`config.mk`:
```
export PLATFORM = sky130hd
export DESIGN_NAME = bcc_regs
export DESIGN_NICKNAME = d
export VERILOG_FILES = /design/src/core/bcc_pkg.sv /design/src/core/bcc_sync.sv /design/src/core/bcc_idle_adapt.sv /design/src/core/bcc_regs.sv
export SDC_FILE = /design/constraint.sdc
export NUM_CORES = 1
export LEC_CHECK = 0
export ABC_AREA = 0
export BUFFER_PORTS_ARGS = -buffer_cell sky130_fd_sc_hd__buf_2
export CAP_MARGIN = 20
export CELL_PAD_IN_SITES_DETAIL_PLACEMENT = 2
export CELL_PAD_IN_SITES_GLOBAL_PLACEMENT = 2
export CORE_MARGIN = 2
export CORE_UTILIZATION = 32
export CTS_BUF_LIST = sky130_fd_sc_hd__clkbuf_8
export CTS_CLUSTER_DIAMETER = 60
export DETAILED_ROUTE_END_ITERATION = 12
export PLACE_DENSITY = 0.91
export RECOVER_POWER = 100
export SYNTH_ARGS = -nofsm -noshare
export SYNTH_HDL_FRONTEND = slang
export SYNTH_SLANG_ARGS = --single-unit
```
`constraint.sdc`:
```
create_clock -name mclk -period 6.9 [get_ports mclk]
set_input_delay 0.69 -clock mclk [delete_from_list [all_inputs] [get_ports mclk]]
set_output_delay 0.69 -clock mclk [all_outputs]
set_load 0.02 [all_outputs]
```
`src/core/bcc_pkg.sv`:
```
// Package for the buck converter control register bank.
// Holds the register map, field layouts, reset values, select codes and timing constants.
// Assumes every user writes package::name and imports nothing.
package bcc_pkg;

  // Register offsets as printed; these are word indexes, byte address is four times the index.
  localparam logic [31:0] OFF_AUX18_RAIL = 32'h50000096;
  localparam logic [31:0] OFF_RET_A = 32'h50000098;
  localparam logic [31:0] OFF_RET_B = 32'h5000009A;
  localparam logic [31:0] OFF_TRIM = 32'h5000009C;
  localparam logic [31:0] OFF_TEST_A = 32'h5000009E;
  localparam logic [31:0] OFF_TEST_B = 32'h500000A0;

  // Register layouts, most significant field first.
  typedef struct packed {
    logic aux18OutEnHighbat;
    logic aux18OutEnLowbat;
    logic [3:0] aux18MaxIlimitLowbat;
    logic [4:0] aux18IdleHysteresis;
    logic [4:0] aux18IdleMinimum;
  } bcc_aux18_rail_t;

  typedef struct packed {
    logic [2:0] chargeCyclesHi;
    logic [4:0] sleepIlimitHi;
    logic [2:0] chargeCyclesLo;
    logic [4:0] sleepIlimitLo;
  } bcc_ret_t;

  typedef struct packed {
    logic [1:0] reserved;
    logic highCmpTrimManual;
    logic [5:0] highCmpTrimValue;
    logic lowCmpTrimManual;
    logic [5:0] lowCmpTrimValue;
  } bcc_trim_t;

  typedef struct packed {
    logic cmpClockOverride;
    logic ilimitOverride;
    logic [2:0] railMonitorSelect;
    logic [2:0] analogTestbusSelect;
    logic idleOverride;
    logic aux18SwitchOverride;
    logic coreSwitchOverride;
    logic io18SwitchOverride;
    logic rail14SwitchOverride;
    logic freewheelSwitchOverride;
    logic lowsideSwitchOverride;
    logic highsideSwitchOverride;
  } bcc_test_a_t;

  typedef struct packed {
    logic [2:0] reserved;
    logic [3:0] cmpClockForcedValues;
    logic [4:0] testIlimitValue;
    logic [3:0] testbusRegisterSelect;
  } bcc_test_b_t;

  // Reset values.
  localparam bcc_aux18_rail_t AUX18_RAIL_RST = '{aux18OutEnHighbat: 1'h1, aux18OutEnLowbat: 1'h0,
    aux18MaxIlimitLowbat: 4'hF, aux18IdleHysteresis: 5'h04, aux18IdleMinimum: 5'h10};
  localparam bcc_ret_t RET_A_RST = '{chargeCyclesHi: 3'h5, sleepIlimitHi: 5'h0A,
    chargeCyclesLo: 3'h5, sleepIlimitLo: 5'h06};
  localparam bcc_ret_t RET_B_RST = '{chargeCyclesHi: 3'h5, sleepIlimitHi: 5'h0A,
    chargeCyclesLo: 3'h2, sleepIlimitLo: 5'h06};
  localparam logic [15:0] ZERO16 = 16'h0000;
  localparam logic [4:0] ADAPT_RST = 5'h04;

  // Rail monitor and analogue test bus select codes.
  localparam logic [2:0] MON_RAIL14 = 3'h1;
  localparam logic [2:0] MON_IO18 = 3'h2;
  localparam logic [2:0] MON_CORE = 3'h3;
  localparam logic [2:0] MON_PA = 3'h4;
  localparam logic [2:0] ATB_HIGH_GND = 3'h1;
  localparam logic [2:0] ATB_LOW_SUPPLY = 3'h2;
  localparam logic [2:0] ATB_BUF12 = 3'h3;

  // Test register select: 1..5 status 0..4, 6..9 trim 0..3, else none.
  localparam logic [3:0] TREG_FIRST = 4'h1;
  localparam logic [3:0] TREG_LAST = 4'h9;
  localparam int TREG_COUNT = 9;

  // Idle timing.
  localparam int IDLE_STEP_NS = 125;
  localparam int CLK_PERIOD_NS = 100;
  localparam logic [15:0] IDLE_STEP = 16'(IDLE_STEP_NS);
  localparam logic [15:0] IDLE_TICK = 16'(CLK_PERIOD_NS);

endpackage

```
`src/core/bcc_sync.sv`:
```
// Three-stage synchroniser for a level arriving from the analogue side.
// Assumes the input is asynchronous to mclk; the output changes once stages two and three agree.
`timescale 1ns/1ps
`default_nettype none
module bcc_sync (
  // Clock and reset.
  input wire logic mclk,
  input wire logic rst_n,
  // Level in and filtered level out.
  input wire logic asyncIn,
  output logic syncOut
);

  logic stage1;
  logic stage2;
  logic stage3;

  // Stage one feeds only stage two, so metastability cannot reach any decision logic.
  always_ff @(posedge mclk or negedge rst_n) begin
    if (!rst_n) begin
      stage1 <= 1'b0;
      stage2 <= 1'b0;
      stage3 <= 1'b0;
    end else begin
      stage1 <= asyncIn;
      stage2 <= stage1;
      stage3 <= stage2;
    end
  end

  // The output follows only when the two settled stages agree.
  always_ff @(posedge mclk or negedge rst_n) begin
    if (!rst_n) begin
      syncOut <= 1'b0;
    end else if (stage2 == stage3) begin
      syncOut <= stage3;
    end
  end

endmodule
`default_nettype wire

```
`src/core/bcc_idle_adapt.sv`:
```
// Idle-time driven adaptation of the auxiliary rail current limit.
// Assumes idleLevel is already synchronised to mclk and is high while the converter idles.
`timescale 1ns/1ps
`default_nettype none
module bcc_idle_adapt (
  // Clock and reset.
  input wire logic mclk,
  input wire logic rst_n,
  // Idle indication and settings.
  input wire logic idleLevel,
  input wire logic [4:0] idleMinimum,
  input wire logic [4:0] idleHysteresis,
  input wire logic [3:0] maxIlimit,
  // Adapted limit.
  output logic [4:0] adaptiveIlimit
);

  logic [15:0] idleNs;
  logic idleSeen;
  logic idleEnd;
  logic [15:0] minNs;
  logic [15:0] maxNs;
  logic tooShort;
  logic tooLong;

  // Idle time is kept in nanoseconds because the 125 ns step does not divide the clock period.
  localparam logic [15:0] IDLE_STEP_W = bcc_pkg::IDLE_STEP;
  assign minNs = 16'(idleMinimum * IDLE_STEP_W);
  assign maxNs = 16'((idleMinimum + idleHysteresis) * IDLE_STEP_W);
  assign idleEnd = idleSeen && !idleLevel;
  assign tooShort = idleNs < minNs;
  assign tooLong = idleNs > maxNs;

  // Measure the length of each idle period, saturating rather than wrapping.
  always_ff @(posedge mclk or negedge rst_n) begin
    if (!rst_n) begin
      idleNs <= 16'h0000;
      idleSeen <= 1'b0;
    end else begin
      idleSeen <= idleLevel;
      if (idleLevel) begin
        if (idleNs <= 16'hFFFF - bcc_pkg::IDLE_TICK) begin
          idleNs <= idleNs + bcc_pkg::IDLE_TICK;
        end
      end else begin
        idleNs <= 16'h0000;
      end
    end
  end

  // Step the limit once per completed idle period, bounded by zero and the low battery maximum.
  always_ff @(posedge mclk or negedge rst_n) begin
    if (!rst_n) begin
      adaptiveIlimit <= bcc_pkg::ADAPT_RST;
    end else if (idleEnd) begin
      if (tooShort && adaptiveIlimit < {1'b0, maxIlimit}) begin
        adaptiveIlimit <= adaptiveIlimit + 5'h01;
      end else if (tooLong && adaptiveIlimit != 5'h00) begin
        adaptiveIlimit <= adaptiveIlimit - 5'h01;
      end
    end
  end

  property p_raise;
    @(posedge mclk) disable iff (!rst_n)
      idleEnd && tooShort && adaptiveIlimit < {1'b0, maxIlimit} |=> adaptiveIlimit == $past(adaptiveIlimit) + 5'h01;
  endproperty
  a_raise: assert property (p_raise) else $error("Limit not raised after short idle.");

  property p_lower;
    @(posedge mclk) disable iff (!rst_n)
      idleEnd && tooLong && adaptiveIlimit != 5'h00 |=> adaptiveIlimit == $past(adaptiveIlimit) - 5'h01;
  endproperty
  a_lower: assert property (p_lower) else $error("Limit not lowered after long idle.");

endmodule
`default_nettype wire

```
`src/core/bcc_regs.sv`:
```
// Buck converter control register bank with its test overrides and idle-time limit adaptation.
// Assumes an Avalon-MM master on mclk using word addresses equal to the printed register offsets.
// What this block does
// - Aux18 high-battery enable, bit 15, resets on.
// - Aux18 low-battery enable, bit 14, resets off.
// - Aux18 low-battery max limit, four bits, 0xF.
// - Idle longer than minimum plus hysteresis lowers limit.
// - Idle shorter than minimum raises limit; reset 0x10.
// - Sleep charge cycles 1+2N; aux18 resets 5.
// - Rail14 charge cycles bits 7:5 reset 2.
// - Sleep current limits 30 mA steps; aux18/io18 0xA.
// - Core and rail14 sleep limits reset 6.
// - High-side trim mode: 0 automatic, 1 manual.
// - High-side manual trim, signed magnitude six bits.
// - Low-side trim mode: 0 automatic, 1 manual.
// - Low-side manual trim, signed magnitude six bits.
// - Clock override stops automatic comparator clocking.
// - Forced clock bits drive pa, core, io18, rail14.
// - Current override substitutes test limit value.
// - Monitor select routes one rail to ADC.
// - Analogue test bus select picks one source.
// - Test bits force idle and individual switches.
// - Test register select puts readback on testbus.
`timescale 1ns/1ps
`default_nettype none
module bcc_regs #(
  parameter int READBACK_W = 16
) (
  // Clock and reset.
  input wire logic mclk,
  input wire logic rst_n,
  // Avalon-MM slave.
  input wire logic [31:0] avs_address,
  input wire logic avs_read,
  input wire logic avs_write,
  input wire logic [31:0] avs_writedata,
  input wire logic [3:0] avs_byteenable,
  output logic [31:0] avs_readdata,
  output logic avs_waitrequest,
  // Signals from the analogue converter.
  input wire logic converterIdle,
  input wire logic [3:0] autoCmpClk,
  input wire logic [5:0] autoHighTrim,
  input wire logic [5:0] autoLowTrim,
  input wire logic [bcc_pkg::TREG_COUNT*READBACK_W-1:0] readbackWords,
  // Register contents towards the converter.
  output bcc_pkg::bcc_aux18_rail_t aux18Ctrl,
  output bcc_pkg::bcc_ret_t sleepCtrlA,
  output bcc_pkg::bcc_ret_t sleepCtrlB,
  output bcc_pkg::bcc_test_a_t testForceA,
  // Resolved controls towards the converter.
  output logic [3:0] cmpClk,
  output logic [5:0] highCmpTrim,
  output logic [5:0] lowCmpTrim,
  output logic [4:0] ilimitSetting,
  output logic [4:0] adaptiveIlimit,
  output logic [3:0] monitorConnect,
  output logic [2:0] testbusConnect,
  output logic [READBACK_W-1:0] testbusWord
);

  bcc_pkg::bcc_trim_t trimCtrl;
  bcc_pkg::bcc_test_b_t testForceB;
  logic ack;
  logic idleSync;
  logic [15:0] readValue;
  logic [15:0] writeValue;
  logic [15:0] oldValue;
  logic writeNow;

  // Byte lane merge for the two implemented lanes.
  function automatic logic [15:0] merge(input logic [15:0] old, input logic [31:0] wd, input logic [3:0] be);
    logic [15:0] res;
    res = old;
    if (be[0]) begin
      res[7:0] = wd[7:0];
    end
    if (be[1]) begin
      res[15:8] = wd[15:8];
    end
    return res;
  endfunction

  // One wait cycle per access keeps the read path registered and easy to time.
  assign avs_waitrequest = (avs_read || avs_write) && !ack;
  assign writeNow = avs_write && ack;
  assign writeValue = merge(oldValue, avs_writedata, avs_byteenable);

  // Acknowledge one cycle after any request is seen.
  always_ff @(posedge mclk or negedge rst_n) begin
    if (!rst_n) begin
      ack <= 1'b0;
    end else begin
      ack <= (avs_read || avs_write) && !ack;
    end
  end

  // Read mux; unmapped offsets read as zero.
  always_comb begin
    readValue = bcc_pkg::ZERO16;
    unique case (avs_address)
      bcc_pkg::OFF_AUX18_RAIL: readValue = aux18Ctrl;
      bcc_pkg::OFF_RET_A: readValue = sleepCtrlA;
      bcc_pkg::OFF_RET_B: readValue = sleepCtrlB;
      bcc_pkg::OFF_TRIM: readValue = trimCtrl;
      bcc_pkg::OFF_TEST_A: readValue = testForceA;
      bcc_pkg::OFF_TEST_B: readValue = testForceB;
      default: readValue = bcc_pkg::ZERO16;
    endcase
  end
  assign oldValue = readValue;

  // Read data is captured in the wait cycle and stands while the request is acknowledged.
  always_ff @(posedge mclk or negedge rst_n) begin
    if (!rst_n) begin
      avs_readdata <= 32'h00000000;
    end else if (avs_read && !ack) begin
      avs_readdata <= {16'h0000, readValue};
    end
  end

  // Aux18 rail limit and idle control.
  always_ff @(posedge mclk or negedge rst_n) begin
    if (!rst_n) begin
      aux18Ctrl <= bcc_pkg::AUX18_RAIL_RST;
    end else if (writeNow && avs_address == bcc_pkg::OFF_AUX18_RAIL) begin
      aux18Ctrl <= bcc_pkg::bcc_aux18_rail_t'(writeValue);
    end
  end

  // Sleep retention: charge cycles and current limits per rail.
  always_ff @(posedge mclk or negedge rst_n) begin
    if (!rst_n) begin
      sleepCtrlA <= bcc_pkg::RET_A_RST;
      sleepCtrlB <= bcc_pkg::RET_B_RST;
    end else if (writeNow) begin
      if (avs_address == bcc_pkg::OFF_RET_A) begin
        sleepCtrlA <= bcc_pkg::bcc_ret_t'(writeValue);
      end
      if (avs_address == bcc_pkg::OFF_RET_B) begin
        sleepCtrlB <= bcc_pkg::bcc_ret_t'(writeValue);
      end
    end
  end

  // Comparator trim control; the two top bits are unused and held at zero.
  always_ff @(posedge mclk or negedge rst_n) begin
    if (!rst_n) begin
      trimCtrl <= bcc_pkg::bcc_trim_t'(bcc_pkg::ZERO16);
    end else if (writeNow && avs_address == bcc_pkg::OFF_TRIM) begin
      trimCtrl <= bcc_pkg::bcc_trim_t'(writeValue);
      trimCtrl.reserved <= 2'h0;
    end
  end

  // Test override registers.
  always_ff @(posedge mclk or negedge rst_n) begin
    if (!rst_n) begin
      testForceA <= bcc_pkg::bcc_test_a_t'(bcc_pkg::ZERO16);
      testForceB <= bcc_pkg::bcc_test_b_t'(bcc_pkg::ZERO16);
    end else if (writeNow) begin
      if (avs_address == bcc_pkg::OFF_TEST_A) begin
        testForceA <= bcc_pkg::bcc_test_a_t'(writeValue);
      end
      if (avs_address == bcc_pkg::OFF_TEST_B) begin
        testForceB <= bcc_pkg::bcc_test_b_t'(writeValue);
        testForceB.reserved <= 3'h0;
      end
    end
  end

  // The idle indication comes from the analogue side and is synchronised first.
  bcc_sync u_idle_sync (
    .mclk(mclk),
    .rst_n(rst_n),
    .asyncIn(converterIdle),
    .syncOut(idleSync)
  );

  bcc_idle_adapt u_adapt (
    .mclk(mclk),
    .rst_n(rst_n),
    .idleLevel(idleSync),
    .idleMinimum(aux18Ctrl.aux18IdleMinimum),
    .idleHysteresis(aux18Ctrl.aux18IdleHysteresis),
    .maxIlimit(aux18Ctrl.aux18MaxIlimitLowbat),
    .adaptiveIlimit(adaptiveIlimit)
  );

  // Comparator clocks and trims; manual modes replace the automatic values.
  always_ff @(posedge mclk or negedge rst_n) begin
    if (!rst_n) begin
      cmpClk <= 4'h0;
      highCmpTrim <= 6'h00;
      lowCmpTrim <= 6'h00;
    end else begin
      cmpClk <= testForceB.cmpClockForcedValues;
      if (!testForceA.cmpClockOverride) begin
        cmpClk <= autoCmpClk;
      end
      highCmpTrim <= trimCtrl.highCmpTrimManual ? trimCtrl.highCmpTrimValue : autoHighTrim;
      lowCmpTrim <= trimCtrl.lowCmpTrimManual ? trimCtrl.lowCmpTrimValue : autoLowTrim;
    end
  end

  // Current limit setting: the test value overrides adaptation.
  always_ff @(posedge mclk or negedge rst_n) begin
    if (!rst_n) begin
      ilimitSetting <= bcc_pkg::ADAPT_RST;
    end else begin
      ilimitSetting <= testForceA.ilimitOverride ? testForceB.testIlimitValue : adaptiveIlimit;
    end
  end

  // Monitor and analogue test bus switches; unlisted codes close nothing.
  always_ff @(posedge mclk or negedge rst_n) begin
    if (!rst_n) begin
      monitorConnect <= 4'h0;
      testbusConnect <= 3'h0;
    end else begin
      monitorConnect <= {testForceA.railMonitorSelect == bcc_pkg::MON_PA,
                         testForceA.railMonitorSelect == bcc_pkg::MON_CORE,
                         testForceA.railMonitorSelect == bcc_pkg::MON_IO18,
                         testForceA.railMonitorSelect == bcc_pkg::MON_RAIL14};
      testbusConnect <= {testForceA.analogTestbusSelect == bcc_pkg::ATB_BUF12,
                         testForceA.analogTestbusSelect == bcc_pkg::ATB_LOW_SUPPLY,
                         testForceA.analogTestbusSelect == bcc_pkg::ATB_HIGH_GND};
    end
  end

  // Readback word onto the digital test bus; out-of-range codes give zero.
  always_ff @(posedge mclk or negedge rst_n) begin
    if (!rst_n) begin
      testbusWord <= '0;
    end else if (testForceB.testbusRegisterSelect >= bcc_pkg::TREG_FIRST &&
                 testForceB.testbusRegisterSelect <= bcc_pkg::TREG_LAST) begin
      testbusWord <= readbackWords[(testForceB.testbusRegisterSelect - bcc_pkg::TREG_FIRST) * READBACK_W +: READBACK_W];
    end else begin
      testbusWord <= '0;
    end
  end

  property p_wait_once;
    @(posedge mclk) disable iff (!rst_n)
      avs_waitrequest |=> !avs_waitrequest;
  endproperty
  a_wait_once: assert property (p_wait_once) else $error("Wait request held more than one cycle.");

  property p_upper_zero;
    @(posedge mclk) disable iff (!rst_n)
      avs_read && !avs_waitrequest |-> avs_readdata[31:16] == 16'h0000;
  endproperty
  a_upper_zero: assert property (p_upper_zero) else $error("Unused read bits not zero.");

  property p_write_aux18_rail;
    @(posedge mclk) disable iff (!rst_n)
      avs_write && !avs_waitrequest && avs_address == bcc_pkg::OFF_AUX18_RAIL && avs_byteenable == 4'hF
      |=> aux18Ctrl == $past(avs_writedata[15:0]);
  endproperty
  a_write_aux18_rail: assert property (p_write_aux18_rail) else $error("Aux18 register write lost.");

  property p_reset_vals;
    @(posedge mclk)
      !rst_n |=> aux18Ctrl == bcc_pkg::AUX18_RAIL_RST && sleepCtrlA == bcc_pkg::RET_A_RST && sleepCtrlB == bcc_pkg::RET_B_RST;
  endproperty
  a_reset_vals: assert property (p_reset_vals) else $error("Reset values wrong.");

  property p_clk_forced;
    @(posedge mclk) disable iff (!rst_n)
      testForceA.cmpClockOverride ##1 testForceA.cmpClockOverride |-> cmpClk == $past(testForceB.cmpClockForcedValues);
  endproperty
  a_clk_forced: assert property (p_clk_forced) else $error("Forced comparator clock not applied.");

  property p_clk_auto;
    @(posedge mclk) disable iff (!rst_n)
      !testForceA.cmpClockOverride |=> cmpClk == $past(autoCmpClk);
  endproperty
  a_clk_auto: assert property (p_clk_auto) else $error("Automatic comparator clock not followed.");

  property p_ilimit;
    @(posedge mclk) disable iff (!rst_n)
      testForceA.ilimitOverride |=> ilimitSetting == $past(testForceB.testIlimitValue);
  endproperty
  a_ilimit: assert property (p_ilimit) else $error("Forced current limit not applied.");

  property p_trim_high;
    @(posedge mclk) disable iff (!rst_n)
      trimCtrl.highCmpTrimManual |=> highCmpTrim == $past(trimCtrl.highCmpTrimValue);
  endproperty
  a_trim_high: assert property (p_trim_high) else $error("Manual high-side trim not applied.");

  property p_trim_low;
    @(posedge mclk) disable iff (!rst_n)
      !trimCtrl.lowCmpTrimManual |=> lowCmpTrim == $past(autoLowTrim);
  endproperty
  a_trim_low: assert property (p_trim_low) else $error("Automatic low-side trim not followed.");

  property p_trim_low_manual;
    @(posedge mclk) disable iff (!rst_n)
      trimCtrl.lowCmpTrimManual |=> lowCmpTrim == $past(trimCtrl.lowCmpTrimValue);
  endproperty
  a_trim_low_manual: assert property (p_trim_low_manual) else $error("Manual low trim not applied.");

  property p_trim_high_auto;
    @(posedge mclk) disable iff (!rst_n)
      !trimCtrl.highCmpTrimManual |=> highCmpTrim == $past(autoHighTrim);
  endproperty
  a_trim_high_auto: assert property (p_trim_high_auto) else $error("Automatic high trim not followed.");

  property p_ilimit_adapt;
    @(posedge mclk) disable iff (!rst_n)
      !testForceA.ilimitOverride |=> ilimitSetting == $past(adaptiveIlimit);
  endproperty
  a_ilimit_adapt: assert property (p_ilimit_adapt) else $error("Adapted current limit not used.");

  property p_write_ret_a;
    @(posedge mclk) disable iff (!rst_n)
      avs_write && !avs_waitrequest && avs_address == bcc_pkg::OFF_RET_A && avs_byteenable == 4'hF
      |=> sleepCtrlA == $past(avs_writedata[15:0]);
  endproperty
  a_write_ret_a: assert property (p_write_ret_a) else $error("Sleep retention write lost.");

  property p_monitor_pa;
    @(posedge mclk) disable iff (!rst_n)
      testForceA.railMonitorSelect == bcc_pkg::MON_PA |=> monitorConnect == 4'h8;
  endproperty
  a_monitor_pa: assert property (p_monitor_pa) else $error("Pa rail monitor not connected.");

  property p_monitor_none;
    @(posedge mclk) disable iff (!rst_n)
      testForceA.railMonitorSelect > bcc_pkg::MON_PA |=> monitorConnect == 4'h0;
  endproperty
  a_monitor_none: assert property (p_monitor_none) else $error("Monitor connected on unused code.");

  property p_testbus_buf;
    @(posedge mclk) disable iff (!rst_n)
      testForceA.analogTestbusSelect == bcc_pkg::ATB_BUF12 |=> testbusConnect == 3'h4;
  endproperty
  a_testbus_buf: assert property (p_testbus_buf) else $error("Buffer output not on test bus.");

  property p_treg_none;
    @(posedge mclk) disable iff (!rst_n)
      testForceB.testbusRegisterSelect > bcc_pkg::TREG_LAST |=> testbusWord == '0;
  endproperty
  a_treg_none: assert property (p_treg_none) else $error("Test bus word not zero for unused code.");

endmodule
`default_nettype wire

```
# Yosys cells after proc, flatten, opt, wreduce, memory -nomap -nowiden
# Index checks and enable logic that the tools add are counted.
# Widths: inputs -> output; s select.
# totals
output_inout_bits	146
elab_cells	108
in_bits	233
register_bits	178
# op_classes
n_reduce_logical	19
mux	12
eq_ne	15
multipliers	2
n_addsub	5
n_lt_le_gt_ge	6
shift	1
# ops
operator	n
$eq 32x31->1 const B	6
$shiftx 144x33->16	1
$pmux 16 s6	1
$mux 16	3
$add 16x7->16 const B	1
$gt 16x16->1	1
$le 16x16->1 const B	1
$lt 16x12->1	1
$mul 16x7->16 const B	1
$mux 8	2
$mux 5	3
$eq 3x2->1 const B	4
$mul 5x7->12 const B	1
$mux 6	2
$reduce_and 2->1	5
$logic_and 1x1->1	9
$add 5x5->6	1
$eq 3x1->1 const B	2
$add 5x1->5 const B	1
$lt 5x4->1	1
$reduce_bool 5->1	1
$sub 4x1->5 const B	1
$sub 5x1->5 const B	1
$ge 4x1->1 const B	1
8 further kinds	9

# Longest topological paths before layout
# Gate-level depths: netlist (run 1).
# logic_depth
depth_word	6
ltp_mapped	27

# Hierarchy
# Synthesis (run 1) repeated with hierarchy kept, for this count alone.
# unflattened
cells_unflattened	1156
area_unflattened_um2	11851.4
# modules_own_cells
module	instances	area_each_um2	cells_each
bcc_regs	1	8236.6	767
bcc_idle_adapt	1	3503.4	384
bcc_sync	1	111.4	5

# Worst setup path after synthesis (run 1)
# Ideal clock, no wire load.
# synth_path
path_kind	register to register
start	register aux18Ctrl[1] (netlist name)
end	register u_adapt.adaptiveIlimit[1]
setup_time_ns	0.125
path_stages_with_launch	25
slack_ns	0.862
path_buffers	0
t_arrival_ns	5.913
required_time_ns	6.775
path_cell_list	dfrtp_1 > ha_1 > a21o_1 > a21oi_1 > o21bai_1 > a21oi_1 > inv_1 > fa_1 > inv_1 > fa_1 > fa_1 > inv_1 > ha_1 > o21ai_0 > a21oi_1 > o21ai_0 > a21oi_1 > xnor2_1 > ha_1 > nand3_1 > nor4_1 > o2bb2ai_1 > a21oi_1 > o21bai_2 > mux2_2
# synth_via
elab_chain_cells	6
elab_cells_between_ends	10
classes_between	add/sub (1); mul (2); order compare (2); mux (1); reduce/logical (4)
# synth_lines
element	line_no	text
start: declaration	bcc_regs.sv:47	output bcc_pkg::bcc_aux18_rail_t aux18Ctrl,
start signal: assignment	bcc_regs.sv:125	aux18Ctrl <= bcc_pkg::AUX18_RAIL_RST;
start signal: assignment	bcc_regs.sv:127	aux18Ctrl <= bcc_pkg::bcc_aux18_rail_t'(writeValue);
$add 5x5->6	bcc_idle_adapt.sv:29	assign maxNs = 16'((idleMinimum + idleHysteresis) * IDLE_STEP_W);
$mul 16x7->16	bcc_idle_adapt.sv:29	
$gt 16x16->1	bcc_idle_adapt.sv:32	assign tooLong = idleNs > maxNs;
$logic_and 1x1->1	bcc_idle_adapt.sv:58	end else if (tooLong && adaptiveIlimit != 5'h00) begin
$reduce_bool 2->1 (no line)	n/a	
$reduce_and 2->1 (no line)	n/a	
end signal: assignment	bcc_idle_adapt.sv:54	adaptiveIlimit <= bcc_pkg::ADAPT_RST;
end signal: assignment	bcc_idle_adapt.sv:57	adaptiveIlimit <= adaptiveIlimit + 5'h01;
end signal: assignment	bcc_idle_adapt.sv:59	adaptiveIlimit <= adaptiveIlimit - 5'h01;
end: declaration	bcc_idle_adapt.sv:15	output logic [4:0] adaptiveIlimit
# Parallel ways exist; a longest one is shown, timed or not.
# A chain may end at the register's enable or synchronous reset.

# Final worst setup path (run 1)
# layout_path
start	register aux18Ctrl[6] (netlist name)
end	register u_adapt.adaptiveIlimit[3]
# layout_via
elab_chain_cells	6
# layout_lines
element	line_no
$add 5x5->6	bcc_idle_adapt.sv:29
$mul 16x7->16	bcc_idle_adapt.sv:29
$gt 16x16->1	bcc_idle_adapt.sv:32
$logic_and 1x1->1	bcc_idle_adapt.sv:58
$reduce_bool 2->1 (no line)	n/a
$reduce_and 2->1 (no line)	n/a
# Every way passes these cells.

==> metrics.cfg, run 1 <==
[outcome]
status = finished with violations
violations = capacitance limit, slew limit

[critical_path]
timing.rr.end = u_adapt.adaptiveIlimit[3]$_DFFE_PN0P_
crit_top_cell = a21oi_1
critPathKind = reg -> reg
worstPathRequired_ns = 7.27
path_delay_family = adder cells
cp_max_fo = 5
crit_slowest_cell = fa_2
start_kind = flop
worstRegToRegCells = 24
worstSetupEndpointType = flop
reg2reg_from = aux18Ctrl[6]$_DFFE_PN0P_
arrival_ns = 7.03
cp_cell_sequence = ha_1 > a21o_1 > a21oi_1 > o21bai_1 > a21oi_2 > inv_1 > fa_2 > inv_1 > fa_1 > fa_1 > inv_1 > ha_1 > o21ai_0 > a21oi_1 > o21ai_0 > nand2b_1 > xnor2_1 > ha_1 > a21oi_1 > a21oi_1 > a211oi_1 > a21oi_2 > o21bai_2 > mux2_2
critPathMaxStageDelay_ns = 0.67
crit_buf_inv = 3
r2r_slack_ns = 0.23

[sta]
slew_headroom = -2.03
fin_skew_ns = 0.0214
finalCritPeriodShare = 0.966
slew_viol_final = 147
hold_viol = 0
fmaxAchievable_mhz = 150
setup_viol = 0
tightest_slew_ns = 4.55
period_needed_ns = 6.67

[clock_network]
insertion_delay_ns = 0.50
cts_buffer_depth = 2
cts_buffers = 17
ctsHoldBuffers = 0
cts_root_buffer = clkbuf_8
htree_levels = 4
cts.sinks = 176
cts.clk_slew.worst_paths_ns = 0.11
cts_tree = done

[power_and_ir_drop]
peakVddDrop_mv = 0.112
power_density_mw_per_mm2 = 155
total_power_mw = 2.15
cellLeakagePower_nw = 6.38

[layout]
register_area_mm2 = 0.00444
fill_cells = 3966
fin_util = 0.390
area_growth_pct = 20.6
nets = 1771
multiInputGateArea_mm2 = 0.00643
drive_gt1_frac = 0.258

[route]
drt-met1-wl_mm = 17.8
dr_wl_met2_mm = 25.4
avgRoutedWirePerCell_um = 25.5
top_layer = met4
viasPerCell = 5.50
drtPass1Iterations = 8
ant_nets = 0
dr_total_vias = 10500
post-route-drc-count = 0
route.met3.wl_mm = 2.49
dr.first_iter.drc_count = 590
drt_wl_total_mm = 48.5

[floorplanning]
die-width_um = 193
die_h_um = 193
ios = 379
coreArea_mm2 = 0.0355
rows = 69
dieArea_mm2 = 0.0374
initial_core_util = 0.324

[grt]
grt_pass1_vias = 11900
grt_pass1_wl_mm = 73.8
grt-ovfl-total = 0
antenna_found_initial = 1
grt_max_degree = 83
track_usage = 0.259

[synthesis]
async_flop_share = 1.00
synthCells = 1100
yosysSeqAreaShare = 0.386
synth_edf_count = 0
synth_cell_types = 74
avgSynthCellArea_um2 = 10.4
ys.flop_type = dfrtp_1
synth_area_mm2 = 0.0115
ys_top_cells_by_count = dfrtp_1, a21oi_1, nor2_1
ys_seq_elements = 176
synth_area_leaders = dfrtp_1, ha_1, mux4_2, dfstp_2, a21oi_1
yosys_warnings = 0
yosysTopAreaCellShare = 0.331
synth_area_leader_cell = dfrtp_1
synth_most_common_cell = dfrtp_1

[placement]
dp_hpwl_mm = 38.2
portBuffers = 344
place_congestion = 0.912

[min_path]
hold_path.class = in -> reg
whs_endpoint = u_idle_sync.stage1$_DFF_PN0_
holdPathStages = 1
hp-start = converterIdle

[job]
cap_violations = 3

## metrics by stage
step	TNS (ns)	hold WS, ns	std cells	setup WS [ns]	area [um^2]
5_1_grt	-0.0814	0.297	1902	-0.0301	13900
3_3_place_gp	0	0.335	1866	0.549	13600
3_5_place_dp	0	0.338	1866	0.0667	13600
2_1_floorplan	0	0.331	1115	0.862	11500
6_report	0	0.324	1902	0.233	13900
4_1_cts	0	0.264	1898	0.0271	14000
## layer usage
metal | up-vias | GRT usage
li1 | 4567 | -
met1 | 5360 | 0.286
met2 | 439 | 0.475
met3 | 103 | 0.0392
met4 | 0 | 0.142
met5 | - | 0
## kinds of logic (layout without fill, tap and decap cells)
family / after synthesis / after routing / share of synthesized area
and+or+nand+nor: 264 / 264 / 0.119
other: 1 / 17 / 0.000326
muxes: 85 / 85 / 0.114
AOI/OAI and AO/OA: 277 / 277 / 0.157
buffers and inverters: 150 / 475 / 0.0584
DFF: 176 / 176 / 0.386
adders and majority gates: 112 / 112 / 0.138
xor gates and xnor gates: 35 / 35 / 0.0267
## registers in the layout, summed over array words and instances, names as in the netlist, 14 cells and up
name            flops
avs_readdata       16
testbusWord        16
testForceA         16
sleepCtrlA         16
sleepCtrlB         16
trimCtrl           14
u_adapt.idleNs     14
aux18Ctrl          16
## area by class of cell
class                           count  area share
Tap cell                          461      0.0416
Clock buffer                       17      0.0169
Clock inverter                     15      0.0126
Multi-Input combinational cell    789       0.464
Inverter                           77      0.0209
Antenna cell                        1    0.000181
Timing Repair Buffer              366       0.123
Sequential cell                   176       0.320
## timing repair
item / in CTS / in global routing
gates resized for setup: 3 / 6
pin swaps: 0 / 1
endpoints found under the setup margin: 4 / 5
setup buffers: 0 / 2
## where the power goes
group / switching, mW / internal [mW]
clock network: 0.465 / 0.307
logic: 0.174 / 0.126
registers: 0.0288 / 1.05
total: 0.667 / 1.48
## layout by cell type (no fill, tap or decap), drive strengths merged, types with 5 or more instances in the layout
| cell | netlist | routed |
|---|---|---|
| mux4 | 32 | 32 |
| nand2 | 53 | 53 |
| o31a | 11 | 11 |
| ha | 86 | 86 |
| o21ai | 36 | 36 |
| and2 | 17 | 17 |
| nand2b | 11 | 11 |
| clkbuf | 30 | 147 |
| nor3 | 13 | 13 |
| clkinv | 0 | 5 |
| nor2 | 89 | 89 |
| or3 | 6 | 6 |
| nand3 | 15 | 15 |
| a22oi | 15 | 15 |
| a2bb2oi | 11 | 11 |
| dfrtp | 152 | 152 |
| a21o | 15 | 15 |
| buf | 43 | 236 |
| inv | 77 | 85 |
| nand4 | 6 | 6 |
| nor4 | 6 | 6 |
| nor3b | 7 | 7 |
| o31ai | 6 | 6 |
| mux2 | 49 | 49 |
| xnor2 | 23 | 23 |
| a211oi | 21 | 21 |
| dfstp | 24 | 24 |
| fa | 25 | 25 |
| conb | 1 | 16 |
| xor2 | 12 | 12 |
| a222oi | 12 | 12 |
| nor2b | 22 | 22 |
| a21oi | 123 | 123 |
## worst max path at each step
stage / from / end / slack, ns / cells past startpoint
6_report: aux18Ctrl[6]$_DFFE_PN0P_ / u_adapt.adaptiveIlimit[3]$_DFFE_PN0P_ / 0.23 / 24
5_1_grt: aux18Ctrl[4]$_DFFE_PN1P_ / u_adapt.adaptiveIlimit[4]$_DFFE_PN0P_ / -0.03 / 23
4_1_cts: aux18Ctrl[6]$_DFFE_PN0P_ / u_adapt.adaptiveIlimit[3]$_DFFE_PN0P_ / 0.03 / 24
3_5_place_dp: aux18Ctrl[6]$_DFFE_PN0P_ / u_adapt.adaptiveIlimit[1]$_DFFE_PN0P_ / 0.07 / 24
3_3_place_gp: aux18Ctrl[6]$_DFFE_PN0P_ / u_adapt.adaptiveIlimit[1]$_DFFE_PN0P_ / 0.55 / 24
2_1_floorplan: aux18Ctrl[1]$_DFFE_PN0P_ / u_adapt.adaptiveIlimit[1]$_DFFE_PN0P_ / 0.86 / 24
Power figures use the tool's default switching activity.
==> run 2: changes to the inputs <==
--- a/config.mk
+++ b/config.mk
@@ -11,12 +11,12 @@
 export CELL_PAD_IN_SITES_DETAIL_PLACEMENT = 2
 export CELL_PAD_IN_SITES_GLOBAL_PLACEMENT = 2
 export CORE_MARGIN = 2
-export CORE_UTILIZATION = 32
+export CORE_UTILIZATION = 29
 export CTS_BUF_LIST = sky130_fd_sc_hd__clkbuf_8
 export CTS_CLUSTER_DIAMETER = 60
 export DETAILED_ROUTE_END_ITERATION = 12
-export PLACE_DENSITY = 0.91
-export RECOVER_POWER = 100
+export PLACE_DENSITY = 0.87
+export REMOVE_ABC_BUFFERS = 1
 export SYNTH_ARGS = -nofsm -noshare
 export SYNTH_HDL_FRONTEND = slang
 export SYNTH_SLANG_ARGS = --single-unit
==> constraint.sdc (replaced) <==
create_clock -name mclk -period 6.1 [get_ports mclk]
set_input_delay 0.61 -clock mclk [delete_from_list [all_inputs] [get_ports mclk]]
set_output_delay 0.61 -clock mclk [all_outputs]
set_load 0.02 [all_outputs]
==> run 2 against run 1 <==
Effect of this change:
- the flow now finishes without violations
- die area increased by 10%
- sequential share of layout area decreased by 1.5 points
- flip-flop and latch count unchanged
- count of clock-buffer cells in the layout unchanged
- highest routed layer unchanged
==> metrics.cfg, run 2 (same netlist as run 1, synthesis figures left out) <==
[min_path]
hp-start = converterIdle
holdPathStages = 1
hold_path.class = in -> reg
whs_endpoint = u_idle_sync.stage1$_DFF_PN0_

[critical_path]
timing.rr.end = u_adapt.adaptiveIlimit[3]$_DFFE_PN0P_
worstRegToRegCells = 24
start_kind = flop
critPathKind = reg -> reg
worstSetupEndpointType = flop
r2r_slack_ns = 0.03
worstPathRequired_ns = 6.50
reg2reg_from = aux18Ctrl[0]$_DFFE_PN0P_
worstSetupStartpoint = aux18Ctrl[0]$_DFFE_PN0P_
arrival_ns = 6.46
cp_max_fo = 4

[power_and_ir_drop]
p_sw_uw = 761
pwr-share-comb = 0.144
total_power_mw = 2.44
p_clk_frac = 0.356
swShare = 0.312
p_seq_frac = 0.500
intPower_mw = 1.67
power_density_mw_per_mm2 = 168
peakVddDrop_mv = 0.124
cellLeakagePower_nw = 7.12

[route]
ant_nets = 0
dr_wl_met2_mm = 27.4
post-route-drc-count = 0
avgRoutedWirePerCell_um = 26.5
drt-met1-wl_mm = 19.4
top_layer = met4
dr_total_vias = 10800
drtPass1Iterations = 5
drt_wl_total_mm = 52.6
route.met3.wl_mm = 3.04
dr.first_iter.drc_count = 617
viasPerCell = 5.44

[layout]
nets = 1792
layout_commonest_cell = buf_2
area_growth_pct = 26.4
stdcell_count = 1987
drive_gt1_frac = 0.394
final_cell_mix = buf_2, dfrtp_1, a21oi_1, nor2_1, ha_1

[floorplanning]
coreArea_mm2 = 0.0389
ios = 379
die_h_um = 203
dieArea_mm2 = 0.0412
rows = 72
initial_core_util = 0.295
die-width_um = 203

[grt]
grt_max_degree = 103
grt-ovfl-total = 0
grt_pass1_vias = 12300
track_usage = 0.243
antenna_found_initial = 13
grt_pass1_wl_mm = 75.4

[placement]
dp_hpwl_mm = 38.2
dp_slack_ns = -0.440
place_inst = 1928
portBuffers = 344
place_congestion = 0.849

[clock_network]
htree_levels = 4
cts.clk_slew.worst_paths_ns = 0.10
cts_root_buffer = clkbuf_8
cts_buffers = 17
insertion_delay_ns = 0.52
cts.sinks = 176
cts_buffer_depth = 2
cts_tree = done

[outcome]
status = finished clean

[sta]
fmaxAchievable_mhz = 165
fin_ws_ns = 0.0345
fin_skew_ns = 0.0163
hold_viol = 0
slew_headroom = 0.223
holdWs_ns = 0.199
tightest_slew_ns = 1.17
setup_viol = 0
finalCritPeriodShare = 0.994
setup_tns_ns = 0
period_needed_ns = 6.07
slew_viol_final = 0

[job]
cap_violations = 0

run 2: changes by cell type in the layout (fill, tap and decap cells not counted), moves of 9 or more:
cell      previous run  this run
buf_4               14        40
buf_2              222       343
clkbuf_1           128         0
a21oi_2              2        11
dfstp_2             15        24
and2_1               3        17
and2_0              14         0
a21oi_1            121       112
run 2: how the worst max path moves through the flow:
stage                     slack [ns]                               endpoint
after floorplan                 0.06  u_adapt.adaptiveIlimit[1]$_DFFE_PN0P_
after CTS                       0.02  u_adapt.adaptiveIlimit[4]$_DFFE_PN0P_
after detailed placement       -0.44  u_adapt.adaptiveIlimit[1]$_DFFE_PN0P_
after global placement          0.18  u_adapt.adaptiveIlimit[1]$_DFFE_PN0P_
after global routing           -0.18  u_adapt.adaptiveIlimit[0]$_DFFE_PN0P_
final                           0.03  u_adapt.adaptiveIlimit[3]$_DFFE_PN0P_
run 2: area by class of cell:
| class | instances | area (um^2) |
|---|---|---|
| Fill cell | 4300 | 24400 |
| Multi-Input combinational cell | 789 | 6660 |
| Sequential cell | 176 | 4440 |
| Timing Repair Buffer | 387 | 2080 |
| Tap cell | 518 | 648 |
| Inverter | 77 | 289 |
| Clock buffer | 17 | 234 |
| Clock inverter | 15 | 154 |
| Antenna cell | 8 | 20.0 |
run 2: power groups by stage:
stage	sequential (mW)	clock (mW)	combinational (mW)
global placement	1.24	0	0.296
CTS	1.22	0.874	0.334
floorplan	1.23	0	0.146
finish	1.22	0.866	0.351
detailed placement	1.24	0	0.320
global route	1.22	0.914	0.379
run 2: routing by layer:
layer / GRT usage / vias up
met2: 0.437 / 498
met5: 0 / -
met1: 0.265 / 5586
met4: 0.140 / 0
li1: - / 4602
met3: 0.0520 / 132
run 2: worst max-delay path: stages, from the launching register on:
cell and delay, ns:
dfrtp_1 0.43, ha_2 0.21, inv_2 0.07, fa_2 0.23, inv_1 0.05, a21o_1 0.18, a21oi_2 0.22, xnor2_2 0.12
fa_1 0.65, buf_6 0.14, fa_1 0.44, fa_1 0.55, inv_1 0.05, ha_1 0.32, inv_2 0.10, a21oi_2 0.05
o41a_1 0.44, a31oi_2 0.26, ha_1 0.21, nand3_2 0.12, nor4_4 0.31, o31ai_2 0.16, a21oi_2 0.26, o21bai_4 0.10
mux2_2 0.28
run 2: through the flow:
stage | cell area [um^2] | utilization
2_1_floorplan | 11200 | -
3_3_place_gp | 13700 | 0.353
3_5_place_dp | 13700 | 0.353
4_1_cts | 14200 | 0.366
5_1_grt | 14500 | 0.373
6_report | 14500 | 0.373
run 2: repair_timing:
action	CTS	global route
gates cloned	0	0
hold buffers	0	0
pin swaps	9	21
setup endpoints to repair	5	5
setup buffers	6	11
resized for setup	18	29
==> run 3: changes to the inputs <==
--- a/config.mk
+++ b/config.mk
@@ -11,11 +11,11 @@
 export CELL_PAD_IN_SITES_DETAIL_PLACEMENT = 2
 export CELL_PAD_IN_SITES_GLOBAL_PLACEMENT = 2
 export CORE_MARGIN = 2
-export CORE_UTILIZATION = 29
+export CORE_UTILIZATION = 32
 export CTS_BUF_LIST = sky130_fd_sc_hd__clkbuf_8
 export CTS_CLUSTER_DIAMETER = 60
 export DETAILED_ROUTE_END_ITERATION = 12
-export PLACE_DENSITY = 0.87
+export PLACE_DENSITY = 0.91
 export REMOVE_ABC_BUFFERS = 1
 export SYNTH_ARGS = -nofsm -noshare
 export SYNTH_HDL_FRONTEND = slang
==> constraint.sdc (replaced) <==
create_clock -name mclk -period 5.6 [get_ports mclk]
set_input_delay 0.56 -clock mclk [delete_from_list [all_inputs] [get_ports mclk]]
set_output_delay 0.56 -clock mclk [all_outputs]
set_load 0.02 [all_outputs]
==> run 3 against run 2 <==
Effect of this change:
- the run now ends with setup timing left
- hold slack lost 0.058 ns
- first-iteration DRC count grew 37%
- global-route usage grew 5.2 points
- critical path type unchanged
- highest routed layer unchanged
==> metrics.cfg, run 3 (same netlist as run 1, synthesis figures left out) <==
[outcome]
status = finished with violations
violations = setup timing

[sta]
fmaxAchievable_mhz = 165
tightest_slew_ns = 1.13
period_needed_ns = 6.08
slew_viol_final = 0
rsz0062_at_grt = yes
setup_viol = 5
finalCritPeriodShare = 1.09
slew_headroom = 0.242
fin_ws_ns = -0.479
fin_skew_ns = 0.0315
hold_viol = 0

[route]
ant_nets = 0
dr_total_vias = 11200
drt_wl_total_mm = 57.0
dr.first_iter.drc_count = 847
drtPass1Iterations = 5
post-route-drc-count = 0
avgRoutedWirePerCell_um = 28.9
viasPerCell = 5.67

[critical_path]
arrival_ns = 6.49
start_kind = flop
worstPathRequired_ns = 6.02
critPathKind = reg -> reg
cp_max_fo = 4
worstSetupEndpointType = flop

[layout]
fill_cells = 3747
layout_commonest_cell = buf_2
fin_util = 0.427
area_growth_pct = 31.8
drive_gt1_frac = 0.430
stdcell_count = 1976
final_cell_mix = buf_2, dfrtp_1, a21oi_1, nor2_1, buf_4
register_area_mm2 = 0.00444
nets = 1841
multiInputGateArea_mm2 = 0.00690

[clock_network]
cts_buffers = 17
cts.sinks = 176
cts_root_buffer = clkbuf_8
insertion_delay_ns = 0.55
cts_buffer_depth = 2
htree_levels = 4
cts.clk_slew.worst_paths_ns = 0.11
cts_tree = done

[power_and_ir_drop]
total_power_mw = 2.82
cellLeakagePower_nw = 7.40
peakVddDrop_mv = 0.170
power_density_mw_per_mm2 = 186

[floorplanning]
coreArea_mm2 = 0.0355
rows = 69
initial_core_util = 0.324
die-width_um = 193
ios = 379
die_h_um = 193
dieArea_mm2 = 0.0374

[job]
cap_violations = 0

[grt]
grt-ovfl-total = 0
track_usage = 0.295
grt_pass1_wl_mm = 83.1
grt_pass1_vias = 12900
antenna_found_initial = 5
grt_max_degree = 127

[min_path]
hold_path.class = in -> reg

[placement]
dp_hpwl_mm = 39.2
portBuffers = 344
place_congestion = 0.827
place_inst = 1910

[run 3: changes by cell type in the layout (fill, tap and decap cells not counted), moves of 9 or more]
cell   delta
inv_2     +9
buf_4    +43
ha_4      +9
inv_1    -11
ha_1      -9
[run 3: path summary, 6_finish.rpt]
check | slack (ns) | from | to | cells past startpoint
max | -0.48 | aux18Ctrl[6]$_DFFE_PN0P_ | u_adapt.adaptiveIlimit[3]$_DFFE_PN0P_ | 25
min | 0.14 | converterIdle | u_idle_sync.stage1$_DFF_PN0_ | 1
max reg2reg | -0.48 | aux18Ctrl[6]$_DFFE_PN0P_ | u_adapt.adaptiveIlimit[3]$_DFFE_PN0P_ | 25
min reg2reg | 0.36 | u_idle_sync.stage1$_DFF_PN0_ | u_idle_sync.stage2$_DFF_PN0_ | 0
max in group asynchronous | 3.55 | rst_n | sleepCtrlB[8]$_DFFE_PN0P_ | 4
min in group asynchronous | 0.51 | rst_n | sleepCtrlB[10]$_DFFE_PN0P_ | 2
[run 3: metrics by stage]
| step | cell area [um^2] | setup TNS [ns] | hold WS [ns] | worst slack [ns] |
|---|---|---|---|---|
| after floorplan | 11200 | -1.78 | 0.264 | -0.438 |
| after global placement | 14000 | -0.836 | 0.337 | -0.199 |
| after detailed placement | 14000 | -4.24 | 0.336 | -0.889 |
| after CTS | 14900 | -0.575 | 0.144 | -0.126 |
| after global routing | 15100 | -3.08 | 0.133 | -0.649 |
| final | 15100 | -2.19 | 0.141 | -0.479 |
[run 3: power by group]
part / internal, mW / total [mW] / switching [mW]
clock network: 0.478 / 1.08 / 0.604
logic: 0.172 / 0.410 / 0.237
registers: 1.29 / 1.33 / 0.0370
total: 1.94 / 2.82 / 0.879
[run 3: critical path, stage by stage (launching register included)]
cell	delay (ns)
dfrtp_1	0.45
ha_1	0.34
a21o_1	0.21
a21oi_4	0.18
o21bai_1	0.13
a21oi_2	0.19
inv_2	0.09
fa_2	0.64
inv_2	0.05
fa_1	0.46
fa_1	0.56
inv_2	0.06
ha_4	0.29
o21ai_4	0.08
a21oi_4	0.18
o21ai_2	0.08
buf_6	0.13
a21oi_4	0.15
xnor2_2	0.09
ha_1	0.31
nand3_2	0.14
nor4_4	0.32
o31ai_2	0.13
a21oi_2	0.23
o21bai_4	0.12
mux2_4	0.32
[run 3: routing by layer]
layer  up-vias  GRT usage  routed length (um)
met5         -          0                   0
met4         0      0.157                2860
met3       155     0.0643                3500
met2       551      0.545               30500
met1      5786      0.314               20200
li1       4706          -                   -
[run 3: final cells by class]
cell class / instances / share of cell area
Tap cell: 461 / 0.0381
Timing Repair Buffer: 436 / 0.163
Antenna cell: 5 / 0.000826
Multi-Input combinational cell: 789 / 0.456
Inverter: 77 / 0.0191
Clock inverter: 14 / 0.0138
Sequential cell: 176 / 0.293
Clock buffer: 18 / 0.0164
[run 3: timing repair]
item | 4_1_cts | 5_1_grt
resized for setup | 65 | 22
hold endpoints to repair | 0 | 31
setup buffers | 20 | 6
pin swaps | 53 | 28
hold buffers | 0 | 1
endpoints found under the setup margin | 5 | 5
